**src/acg_defines.svh**
```systemverilog
// Register offsets, field positions and reset values for the channel gate control
// Assumes a register front end that decodes the serial bus into byte accesses
`ifndef ACG_DEFINES_SVH
`define ACG_DEFINES_SVH

`define ACG_ADDR_SKIP 8'h08
`define ACG_ADDR_TRIG 8'h09
`define ACG_ADDR_DEEP 8'h0A
`define ACG_SKIP_RESET 8'h00
`define ACG_DEEP_RESET 1'b0
`define ACG_TRIG_BIT 0
`define ACG_DEEP_BIT 0
`define ACG_MODE_2 2'h2
`define ACG_MODE_3 2'h3
`define ACG_WMASK_FULL 8'hFF
`define ACG_WMASK_M2 8'h8F
`define ACG_WMASK_M3 8'hBF

`endif

```
**src/acg_pkg.sv**
```systemverilog
// Types for the channel gate control
// Assumes nothing beyond the defines header
package acg_pkg;
    typedef enum logic [0:0] {ACG_IDLE, ACG_PASS} acg_state_t;
endpackage

```
**src/acg_ctrl.sv**
```systemverilog
// Channel skip mask, single pass trigger and deep shutdown control
// Assumes run bit, mode and sequencer signals come from logic on clk
`timescale 1ns/10ps
`include "acg_defines.svh"

module acg_ctrl (
    input wire logic clk,
    input wire logic resetn,
    input wire logic [7:0] reg_addr,
    input wire logic [7:0] reg_wdata,
    input wire logic reg_wr,
    input wire logic reg_rd,
    output logic [7:0] reg_rdata,
    input wire logic run_bit,
    input wire logic [1:0] input_mode,
    input wire logic pass_done,
    input wire logic [2:0] seq_chan,
    input wire logic seq_result_wr,
    input wire logic [7:0] limit_err,
    input wire logic [2:0] reading_sel,
    input wire logic [11:0] reading_raw,
    output logic [11:0] reading_out,
    output logic [7:0] skip_mask,
    output logic result_wr_en,
    output logic [7:0] err_event,
    output logic pass_start,
    output logic pass_active,
    output logic deep_shutdown,
    output logic clear_results
);
    // Writable disable bits per input mode
    function automatic logic [7:0] wmask(input logic [1:0] m);
        case (m)
            `ACG_MODE_2: wmask = `ACG_WMASK_M2;
            `ACG_MODE_3: wmask = `ACG_WMASK_M3;
            default: wmask = `ACG_WMASK_FULL;
        endcase
    endfunction

    acg_pkg::acg_state_t state_q, state_d;
    logic [7:0] skip_q, skip_d;
    logic deep_q, deep_d;
    logic was_deep_q, was_deep_d;
    logic [7:0] rdata_d;
    logic [11:0] reading_d;
    logic wr_skip, wr_trig, wr_deep, trig_go;

    assign wr_skip = reg_wr && (reg_addr == `ACG_ADDR_SKIP);
    assign wr_trig = reg_wr && (reg_addr == `ACG_ADDR_TRIG);
    assign wr_deep = reg_wr && (reg_addr == `ACG_ADDR_DEEP);
    assign trig_go = wr_trig && reg_wdata[`ACG_TRIG_BIT] && !run_bit
        && (state_q == acg_pkg::ACG_IDLE);

    assign skip_mask = skip_q & wmask(input_mode);
    assign result_wr_en = seq_result_wr && !skip_mask[seq_chan];
    assign err_event = limit_err & ~skip_mask;
    assign clear_results = wr_skip;
    assign pass_start = trig_go;
    assign pass_active = (state_q == acg_pkg::ACG_PASS);
    assign deep_shutdown = deep_q && !run_bit && !pass_active;

    always_comb
    begin
        state_d = state_q;
        skip_d = skip_q;
        deep_d = deep_q;
        was_deep_d = was_deep_q;
        rdata_d = 8'h00;
        if (wr_skip)
            skip_d = reg_wdata & wmask(input_mode);
        if (wr_deep)
            deep_d = reg_wdata[`ACG_DEEP_BIT];
        case (state_q)
            acg_pkg::ACG_IDLE:
            begin
                if (trig_go)
                begin
                    state_d = acg_pkg::ACG_PASS;
                    was_deep_d = deep_shutdown;
                end
            end
            acg_pkg::ACG_PASS:
            begin
                if (pass_done)
                    state_d = acg_pkg::ACG_IDLE;
            end
            default: state_d = acg_pkg::ACG_IDLE;
        endcase
        if (reg_rd)
        begin
            case (reg_addr)
                `ACG_ADDR_SKIP: rdata_d = skip_mask;
                `ACG_ADDR_DEEP: rdata_d = {7'h00, deep_q};
                default: rdata_d = 8'h00;
            endcase
        end
        reading_d = skip_mask[reading_sel] ? 12'h000 : reading_raw;
    end

    always_ff @(posedge clk or negedge resetn)
    begin
        if (!resetn)
        begin
            state_q <= acg_pkg::ACG_IDLE;
            skip_q <= `ACG_SKIP_RESET;
            deep_q <= `ACG_DEEP_RESET;
            was_deep_q <= 1'b0;
            reg_rdata <= 8'h00;
            reading_out <= 12'h000;
        end
        else
        begin
            state_q <= state_d;
            skip_q <= skip_d;
            deep_q <= deep_d;
            was_deep_q <= was_deep_d;
            reg_rdata <= rdata_d;
            reading_out <= reading_d;
        end
    end

    a_skip_reads_zero: assert property (@(posedge clk) disable iff (!resetn)
        skip_mask[reading_sel] |=> (reading_out == 12'h000))
        else $error("Disabled channel reading not zero");
    a_skip_no_write: assert property (@(posedge clk) disable iff (!resetn)
        (seq_result_wr && skip_mask[seq_chan]) |-> !result_wr_en)
        else $error("Disabled channel result written");
    a_skip_no_error: assert property (@(posedge clk) disable iff (!resetn)
        (err_event & skip_mask) == 8'h00)
        else $error("Error event on disabled channel");
    a_mode2_reserved: assert property (@(posedge clk) disable iff (!resetn)
        (input_mode == `ACG_MODE_2) |-> (skip_mask[6:4] == 3'h0))
        else $error("Mode 2 reserved bits set");
    a_mode3_reserved: assert property (@(posedge clk) disable iff (!resetn)
        (reg_rd && reg_addr == `ACG_ADDR_SKIP && input_mode == `ACG_MODE_3)
        |=> !reg_rdata[6])
        else $error("Mode 3 reserved bit reads one");
    a_mode01_full: assert property (@(posedge clk) disable iff (!resetn)
        (wr_skip && !input_mode[1]) ##1 !wr_skip && !input_mode[1]
        |-> (skip_mask == $past(reg_wdata)))
        else $error("Mode 0/1 mask not fully writable");
    a_trig_one_pass: assert property (@(posedge clk) disable iff (!resetn)
        (wr_trig && reg_wdata[0] && !run_bit && !pass_active)
        |-> pass_start ##1 (pass_active && !pass_start))
        else $error("Trigger did not start one pass");
    a_trig_reads_zero: assert property (@(posedge clk) disable iff (!resetn)
        (reg_rd && reg_addr == `ACG_ADDR_TRIG) |=> (reg_rdata == 8'h00))
        else $error("Trigger register not write-only");
    a_pass_returns: assert property (@(posedge clk) disable iff (!resetn)
        (pass_active && pass_done && !wr_deep && (deep_q == was_deep_q))
        |=> (!pass_active && (deep_shutdown == (was_deep_q && !run_bit))))
        else $error("Pass did not return to prior state");
    a_deep_needs_stop: assert property (@(posedge clk) disable iff (!resetn)
        deep_shutdown |-> (!run_bit && deep_q))
        else $error("Deep shutdown while running");
    a_mask_clears: assert property (@(posedge clk) disable iff (!resetn)
        (reg_wr && reg_addr == `ACG_ADDR_SKIP) |-> clear_results)
        else $error("Mask write did not clear results");

    // Refused triggers
    a_trig_run_refused: assert property (@(posedge clk) disable iff (!resetn)
        (wr_trig && run_bit) |-> !pass_start)
        else $error("Trigger accepted while running");
    a_trig_busy_refused: assert property (@(posedge clk) disable iff (!resetn)
        (wr_trig && pass_active) |-> !pass_start)
        else $error("Trigger accepted during a pass");
    a_trig_bit_clear: assert property (@(posedge clk) disable iff (!resetn)
        (wr_trig && !reg_wdata[`ACG_TRIG_BIT]) |-> !pass_start)
        else $error("Trigger accepted with bit clear");

    // Pass lifetime
    a_pass_holds: assert property (@(posedge clk) disable iff (!resetn)
        (pass_active && !pass_done) |=> pass_active)
        else $error("Pass ended without done");
    a_pass_ends: assert property (@(posedge clk) disable iff (!resetn)
        (pass_active && pass_done) |=> !pass_active)
        else $error("Pass ran past done");

    // Deep shutdown entry and exit, and deep register reserved bits
    a_deep_enters: assert property (@(posedge clk) disable iff (!resetn)
        (wr_deep && reg_wdata[`ACG_DEEP_BIT]) ##1 (!run_bit && !pass_active)
        |-> deep_shutdown)
        else $error("Deep shutdown not entered");
    a_deep_leaves: assert property (@(posedge clk) disable iff (!resetn)
        (wr_deep && !reg_wdata[`ACG_DEEP_BIT]) |=> !deep_shutdown)
        else $error("Deep shutdown not left");
    a_deep_reserved: assert property (@(posedge clk) disable iff (!resetn)
        (reg_rd && reg_addr == `ACG_ADDR_DEEP) |=> (reg_rdata[7:1] == 7'h00))
        else $error("Deep register reserved bits read one");

    // Enabled channels pass through
    a_result_passes: assert property (@(posedge clk) disable iff (!resetn)
        (seq_result_wr && !skip_mask[seq_chan]) |-> result_wr_en)
        else $error("Enabled channel result dropped");
    a_reading_passes: assert property (@(posedge clk) disable iff (!resetn)
        !skip_mask[reading_sel] |=> (reading_out == $past(reading_raw)))
        else $error("Enabled channel reading altered");
    a_error_passes: assert property (@(posedge clk) disable iff (!resetn)
        ((limit_err & ~skip_mask & ~err_event) == 8'h00))
        else $error("Error event on enabled channel lost");

    // Mode 2 and 3 writable bits, and no result clear on writes to other registers
    a_mode2_bits: assert property (@(posedge clk) disable iff (!resetn)
        (wr_skip && input_mode == `ACG_MODE_2) ##1 (!wr_skip && input_mode == `ACG_MODE_2)
        |-> (skip_mask == ($past(reg_wdata) & 8'h8F)))
        else $error("Mode 2 mask bits wrong");
    a_mode3_bits: assert property (@(posedge clk) disable iff (!resetn)
        (wr_skip && input_mode == `ACG_MODE_3) ##1 (!wr_skip && input_mode == `ACG_MODE_3)
        |-> (skip_mask == ($past(reg_wdata) & 8'hBF)))
        else $error("Mode 3 mask bits wrong");
    a_mask_other_write: assert property (@(posedge clk) disable iff (!resetn)
        (reg_wr && reg_addr != `ACG_ADDR_SKIP) |-> !clear_results)
        else $error("Results cleared by another write");
endmodule

```
**config.mk**
```make
export PLATFORM = sky130hd
export DESIGN_NAME = acg_ctrl
export DESIGN_NICKNAME = d
export VERILOG_FILES = /design/src/acg_pkg.sv /design/src/acg_ctrl.sv
export VERILOG_INCLUDE_DIRS = /design/src
export SDC_FILE = /design/constraint.sdc
export NUM_CORES = 1
export LEC_CHECK = 0
export BUFFER_PORTS_ARGS = -buffer_cell sky130_fd_sc_hd__buf_2
export CAP_MARGIN = 20
export CORE_MARGIN = 2
export CORE_UTILIZATION = 38
export CTS_CLUSTER_DIAMETER = 200
export DETAILED_ROUTE_END_ITERATION = 6
export GPL_ROUTABILITY_DRIVEN = 0
export PLACE_DENSITY = 0.83
export SKIP_CTS_REPAIR_TIMING = 1
export SLEW_MARGIN = 20
export SYNTH_ARGS = -nofsm -noshare
export SYNTH_HDL_FRONTEND = slang
export SYNTH_SLANG_ARGS = --single-unit
export TNS_END_PERCENT = 50
```
**constraint.sdc**
```tcl
create_clock -name clk -period 2.8 [get_ports clk]
set_input_delay 0.84 -clock clk [delete_from_list [all_inputs] [get_ports clk]]
set_output_delay 0.84 -clock clk [all_outputs]
set_load 0.05 [all_outputs]
```
==> flow_metrics.tcl, run 1 <==
set metrics [dict create \
    status "completed" \
    fmax_mhz 364 \
    synth.avg_cell_area_um2 10.4 \
    vias_per_cell 4.73 \
    grt_max_degree 31 \
    cts_made_buffers 5 \
    die_w_um 67.2 \
    clock-sinks 30 \
    grt_antenna_before_repair 0 \
    synth-simple-area-share 0.255 \
    grt_pass1_wl_mm 5.75 \
    required_ps 1960 \
    yosysSeqAreaShare 0.495 \
    synth_area_um2 1520 \
    syn_nets 197 \
    ys_seq_elements 30 \
    wirelength_mm 3.66 \
    crit_slowest_cell "or3_1" \
    clock_skew_ps 2.71 \
    end_kind "output port" \
    design.die.area_um2 4520 \
    path_max_fanout 3 \
    cp.arrival_ps 1910 \
    cp_slowest_stage_delay_ps 310 \
    drc_errors 0 \
    fill_cells 345 \
    nNetsFinal 291 \
    final_area_um2 2140 \
    finalHoldViolCount 0 \
    final_cell_mix "buf_2, dfrtp_1, nand2_1" \
    yosys-mux-area-fraction 0.115 \
    grt.overflow.total 0 \
    max-slew-margin-rel 0.578 \
    place_area_um2 2030 \
    initial_utilization 0.405 \
    layout_commonest_cell "buf_2" \
    leakage_uw 0.00118 \
    clk_pin_slew_ps 60 \
    startpoint_type "primary input" \
    tritoncts "done" \
    antenna_cells 0 \
    criticalPathCategory "in -> out" \
    grt_pass1_vias 1257 \
    io_pins 92 \
    async_reset_ff_frac 1.00 \
    cts_root_buf "clkbuf_8" \
    synthAdderAreaFrac 0 \
    ys.warnings.count 0 \
    yosysUniqueCellTypes 28 \
    synth_xor_area_frac 0 \
    worstPathCellList "buf_2 -> buf_4 -> mux2i_1 -> or3_1 -> a41o_1 -> buf_6" \
    min_path_type "reg -> reg" \
    power_density_nw_per_um2 498 \
    first_pass_iters 4 \
    die_h_um 67.2 \
    synth_compound_area_frac 0.0717 \
    synth-main-ff-cell "dfrtp_1" \
    timing_max_transition_violations_final 0 \
    grt_use_total 0.174 \
    setup_viol 0 \
    cts.path.max_buffers 2 \
    drt_iter0_drc 81 \
    fin_crit_ps 2750 \
    wl_per_cell_um 12.7 \
    drive_above_1_share 0.485 \
    syn2layout_area_growth_pct 41.0 \
    rows 22 \
    detail-route-antenna-nets 0 \
    fin_crit_sh 0.982 \
    coreArea_um2 3740 \
    ir_worst_vdd_mv 0.315 \
    utilization 0.572 \
    total_power_uw 1060 \
    io_buffers 91 \
    worstMarginPinSlew_ps 633 \
    clk_latency_ps 270 \
    drv_cap 0 \
    synthCells 146 \
    dp_hpwl_mm 2.94 \
    h-tree-depth 2 \
    synth_edf_count 0 \
    vias 1366 \
    synth_top_family_by_area "simple AND/OR/NAND/NOR gates" \
]
[state kept, by name, indices dropped and copies added, names as in the netlist]
signal       flops
skip_q           8
deep_q           1
reg_rdata        8
reading_out     12
pass_active      1
[report_power, final]
| part | switching [uW] | leakage [uW] | internal, uW |
|---|---|---|---|
| logic | 172 | 0.000744 | 82.9 |
| registers | 12.5 | 0.000389 | 454 |
| clock network | 146 | 0.0000482 | 198 |
| total | 331 | 0.00118 | 734 |
[cell families after synthesis]
family / after synthesis
and+or+nand+nor: 66
DFF: 30
buffers and inverters: 20
AOI/OAI and AO/OA: 16
muxes: 14
[worst paths after layout]
kind	end	cells after the start	startpoint	slack [ps]
worst max-delay path	result_wr_en	6	seq_chan[0]	50
worst min-delay path	skip_q[6]	1	skip_q[6]	530
worst max register to register	reading_out[3]	2	skip_q[3]	1400
worst min register to register	skip_q[6]	1	skip_q[6]	530
max in group asynchronous	skip_q[3]	1	resetn	1810
min in group asynchronous	reading_out[10]	1	resetn	580
[worst max-delay path: cells and delay by family]
kind | cells | cell delay [ps]
AOI/OAI and AO/OA | 1 | 250
buffers and inverters | 3 | 400
muxes | 1 | 100
and+or+nand+nor | 1 | 310
[metal layers]
layer	vias to the layer above	global-route usage	routed length, um	share of wire
met5	-	0	0	0
met4	0	0.0765	85	0.023
met3	9	0.0417	180	0.049
met2	44	0.288	1860	0.51
met1	630	0.216	1540	0.42
li1	683	-	-	-
[per-stage QoR]
step	cells	setup WS [ps]	setup TNS, ps	hold WS [ps]
3_3_place_gp	281	-4.90	-4.90	508
4_1_cts	289	-54.7	-76.2	533
5_1_grt	289	-4.91	-4.91	564
6_report	289	49.5	0	529
2_1_floorplan	146	-93.9	-132	493
3_5_place_dp	281	-53.4	-75.4	520
[area by class of cell]
class | instances | area (um^2) | area share
repair buffers | 96 | 502 | 0.235
well taps | 48 | 60.1 | 0.0281
clock buffers | 7 | 86.3 | 0.0404
multi-input cells | 96 | 694 | 0.325
flip-flops and latches | 30 | 751 | 0.351
inverters | 11 | 41.3 | 0.0193
clock inverters | 1 | 5.00 | 0.00234
[cells in the mapped netlist, types with 3 or more instances]
cell type / number / area, um^2
and2_1: 3 / 18.8
buf_4: 6 / 45.0
clkbuf_1: 3 / 11.3
dfrtp_1: 30 / 751
inv_1: 11 / 41.3
mux2_2: 7 / 78.8
mux2i_1: 5 / 50.1
nand2_1: 16 / 60.1
nand2b_1: 15 / 93.8
nand3_1: 3 / 15.0
nor2_1: 9 / 33.8
nor2b_1: 8 / 50.1
o22ai_1: 12 / 75.1
No activity file was read; power rests on OpenSTA's default activity.
==> run 2: changes to the inputs <==
REMOVE_ABC_BUFFERS = 1   (was default)
SKIP_LAST_GASP = 1   (was default)
==> run 2 against run 1 <==
Register-to-register slack better by 20 ps. Highest routed layer unchanged. Via count is 2.5% higher. Hold slack better by 6.3 ps. Cell count stayed put. Clock power is 17% higher. Sequential power hardly changed. Critical endpoint unchanged. First-iteration DRC count is 21% lower. Flip-flop and latch count stayed put. Maximum frequency is 0.20% lower. Core utilization hardly changed. Die area stayed put. Clock skew is 2.4 ps higher.
==> flow_metrics.tcl, run 2 (synthesis results as in run 1) <==
set metrics [dict create \
    rr_startpoint "skip_q[0]" \
    crit_start "seq_chan[0]" \
    largest-register "reading_out" \
    wl_per_cell_um 12.9 \
    antenna_cells 0 \
    drive_above_1_share 0.481 \
    power_density_nw_per_um2 523 \
    worstMarginPinSlew_ps 648 \
    timing.hold.ws_ps 535 \
    rr_endpoint "reading_out[1]" \
    worstPathCellList "buf_2 -> buf_4 -> mux2i_1 -> or3_1 -> a41o_1 -> buf_6" \
    grt_setup_unrepaired "yes" \
    drt_iter0_drc 64 \
    reg_top3 "reading_out: 12 flops, reg_rdata: 8 flops, skip_q: 8 flops" \
    coreArea_um2 3740 \
    grt_pass1_vias 1385 \
    min_path_type "reg -> reg" \
    rows 22 \
    final_area_um2 2140 \
    hold_end "pass_active" \
    clock-sinks 30 \
    nNetsFinal 291 \
    setup_viol 0 \
    drv_cap 0 \
    wirelength_mm 3.74 \
    final_cell_mix "buf_2, dfrtp_1, nand2_1" \
    clock_skew_ps 5.15 \
    tritoncts "done" \
    fill_cells 370 \
    max-slew-margin-rel 0.568 \
    fin_crit_sh 0.984 \
    hp-start "pass_active" \
    crit_slowest_cell "or3_1" \
    dp_slack_ps -26.1 \
    drc_errors 0 \
    startpoint_type "primary input" \
    grt_max_degree 31 \
    design.die.area_um2 4520 \
    criticalPathCategory "in -> out" \
    fmax_mhz 363 \
    initial_utilization 0.405 \
    ir_worst_vdd_mv 0.259 \
    grt_pass1_wl_mm 6.15 \
    status "completed" \
    grt_use_total 0.180 \
    clk_pin_slew_ps 60 \
    io_pins 92 \
    leakage_uw 0.00119 \
    die_h_um 67.2 \
    finalHoldViolCount 0 \
    syn2layout_area_growth_pct 40.9 \
    hold_depth 1 \
    reg2reg_slack_ps 1420 \
    detail-route-antenna-nets 0 \
    cp.arrival_ps 1920 \
    path_max_fanout 3 \
    grt_antenna_before_repair 0 \
    fin_crit_ps 2760 \
    cts_made_buffers 5 \
    clk_latency_ps 270 \
    dp_hpwl_mm 2.92 \
    reg2reg_depth 2 \
    die_w_um 67.2 \
    h-tree-depth 2 \
    layout_commonest_cell "buf_2" \
    cts.path.max_buffers 2 \
    totalNegativeSetupSlack_ps 0 \
    vias 1400 \
    place_area_um2 2010 \
    layout_setup_ws_ps 43.9 \
    required_ps 1960 \
    cts_root_buf "clkbuf_8" \
    end_kind "output port" \
    first_pass_iters 4 \
    timing_max_transition_violations_final 0 \
    cp_slowest_stage_delay_ps 310 \
    grt.overflow.total 0 \
    vias_per_cell 4.84 \
    largest_reg_flops 12 \
    io_buffers 91 \
]
[run 2: final cells by class]
class,instances,area (um^2),share of cell area
flip-flops and latches,30,751,0.351
multi-input cells,96,674,0.315
repair buffers,96,502,0.235
clock buffers,8,110,0.0515
well taps,48,60.1,0.0281
inverters,11,41.3,0.0193
[run 2: layer usage]
metal | track usage | vias up | share of wire
met5 | 0 | - | 0
met4 | 0.0459 | 0 | 0.0053
met3 | 0.0550 | 4 | 0.082
met2 | 0.313 | 61 | 0.50
met1 | 0.217 | 652 | 0.41
li1 | - | 683 | -
[run 2: worst max path at each step]
stage / slack, ps / end / cells past startpoint
after floorplan: -930 / pass_start / 3
after global placement: -7 / result_wr_en / 5
after detailed placement: -30 / result_wr_en / 5
after CTS: -30 / result_wr_en / 5
after global routing: -9 / pass_start / 5
final: 40 / result_wr_en / 6
[run 2: where the power goes]
part / switching (uW) / internal (uW)
clock network: 154 / 248
registers: 12.3 / 453
logic: 169 / 82.8
[run 2: metrics by stage]
| step | total power (uW) | utilization | instances |
|---|---|---|---|
| floorplan | 635 | - | 137 |
| global placement | 719 | 0.538 | 281 |
| detailed placement | 726 | 0.538 | 281 |
| CTS | 1130 | 0.568 | 289 |
| global route | 1180 | 0.571 | 289 |
| finish | 1120 | 0.571 | 289 |
[run 2: critical path, delay by kind of cell]
family	cells	cell delay, ps
multiplexers	1	110
buffers and inverters	3	390
AO/OA/AOI/OAI	1	250
AND/OR/NAND/NOR	1	310
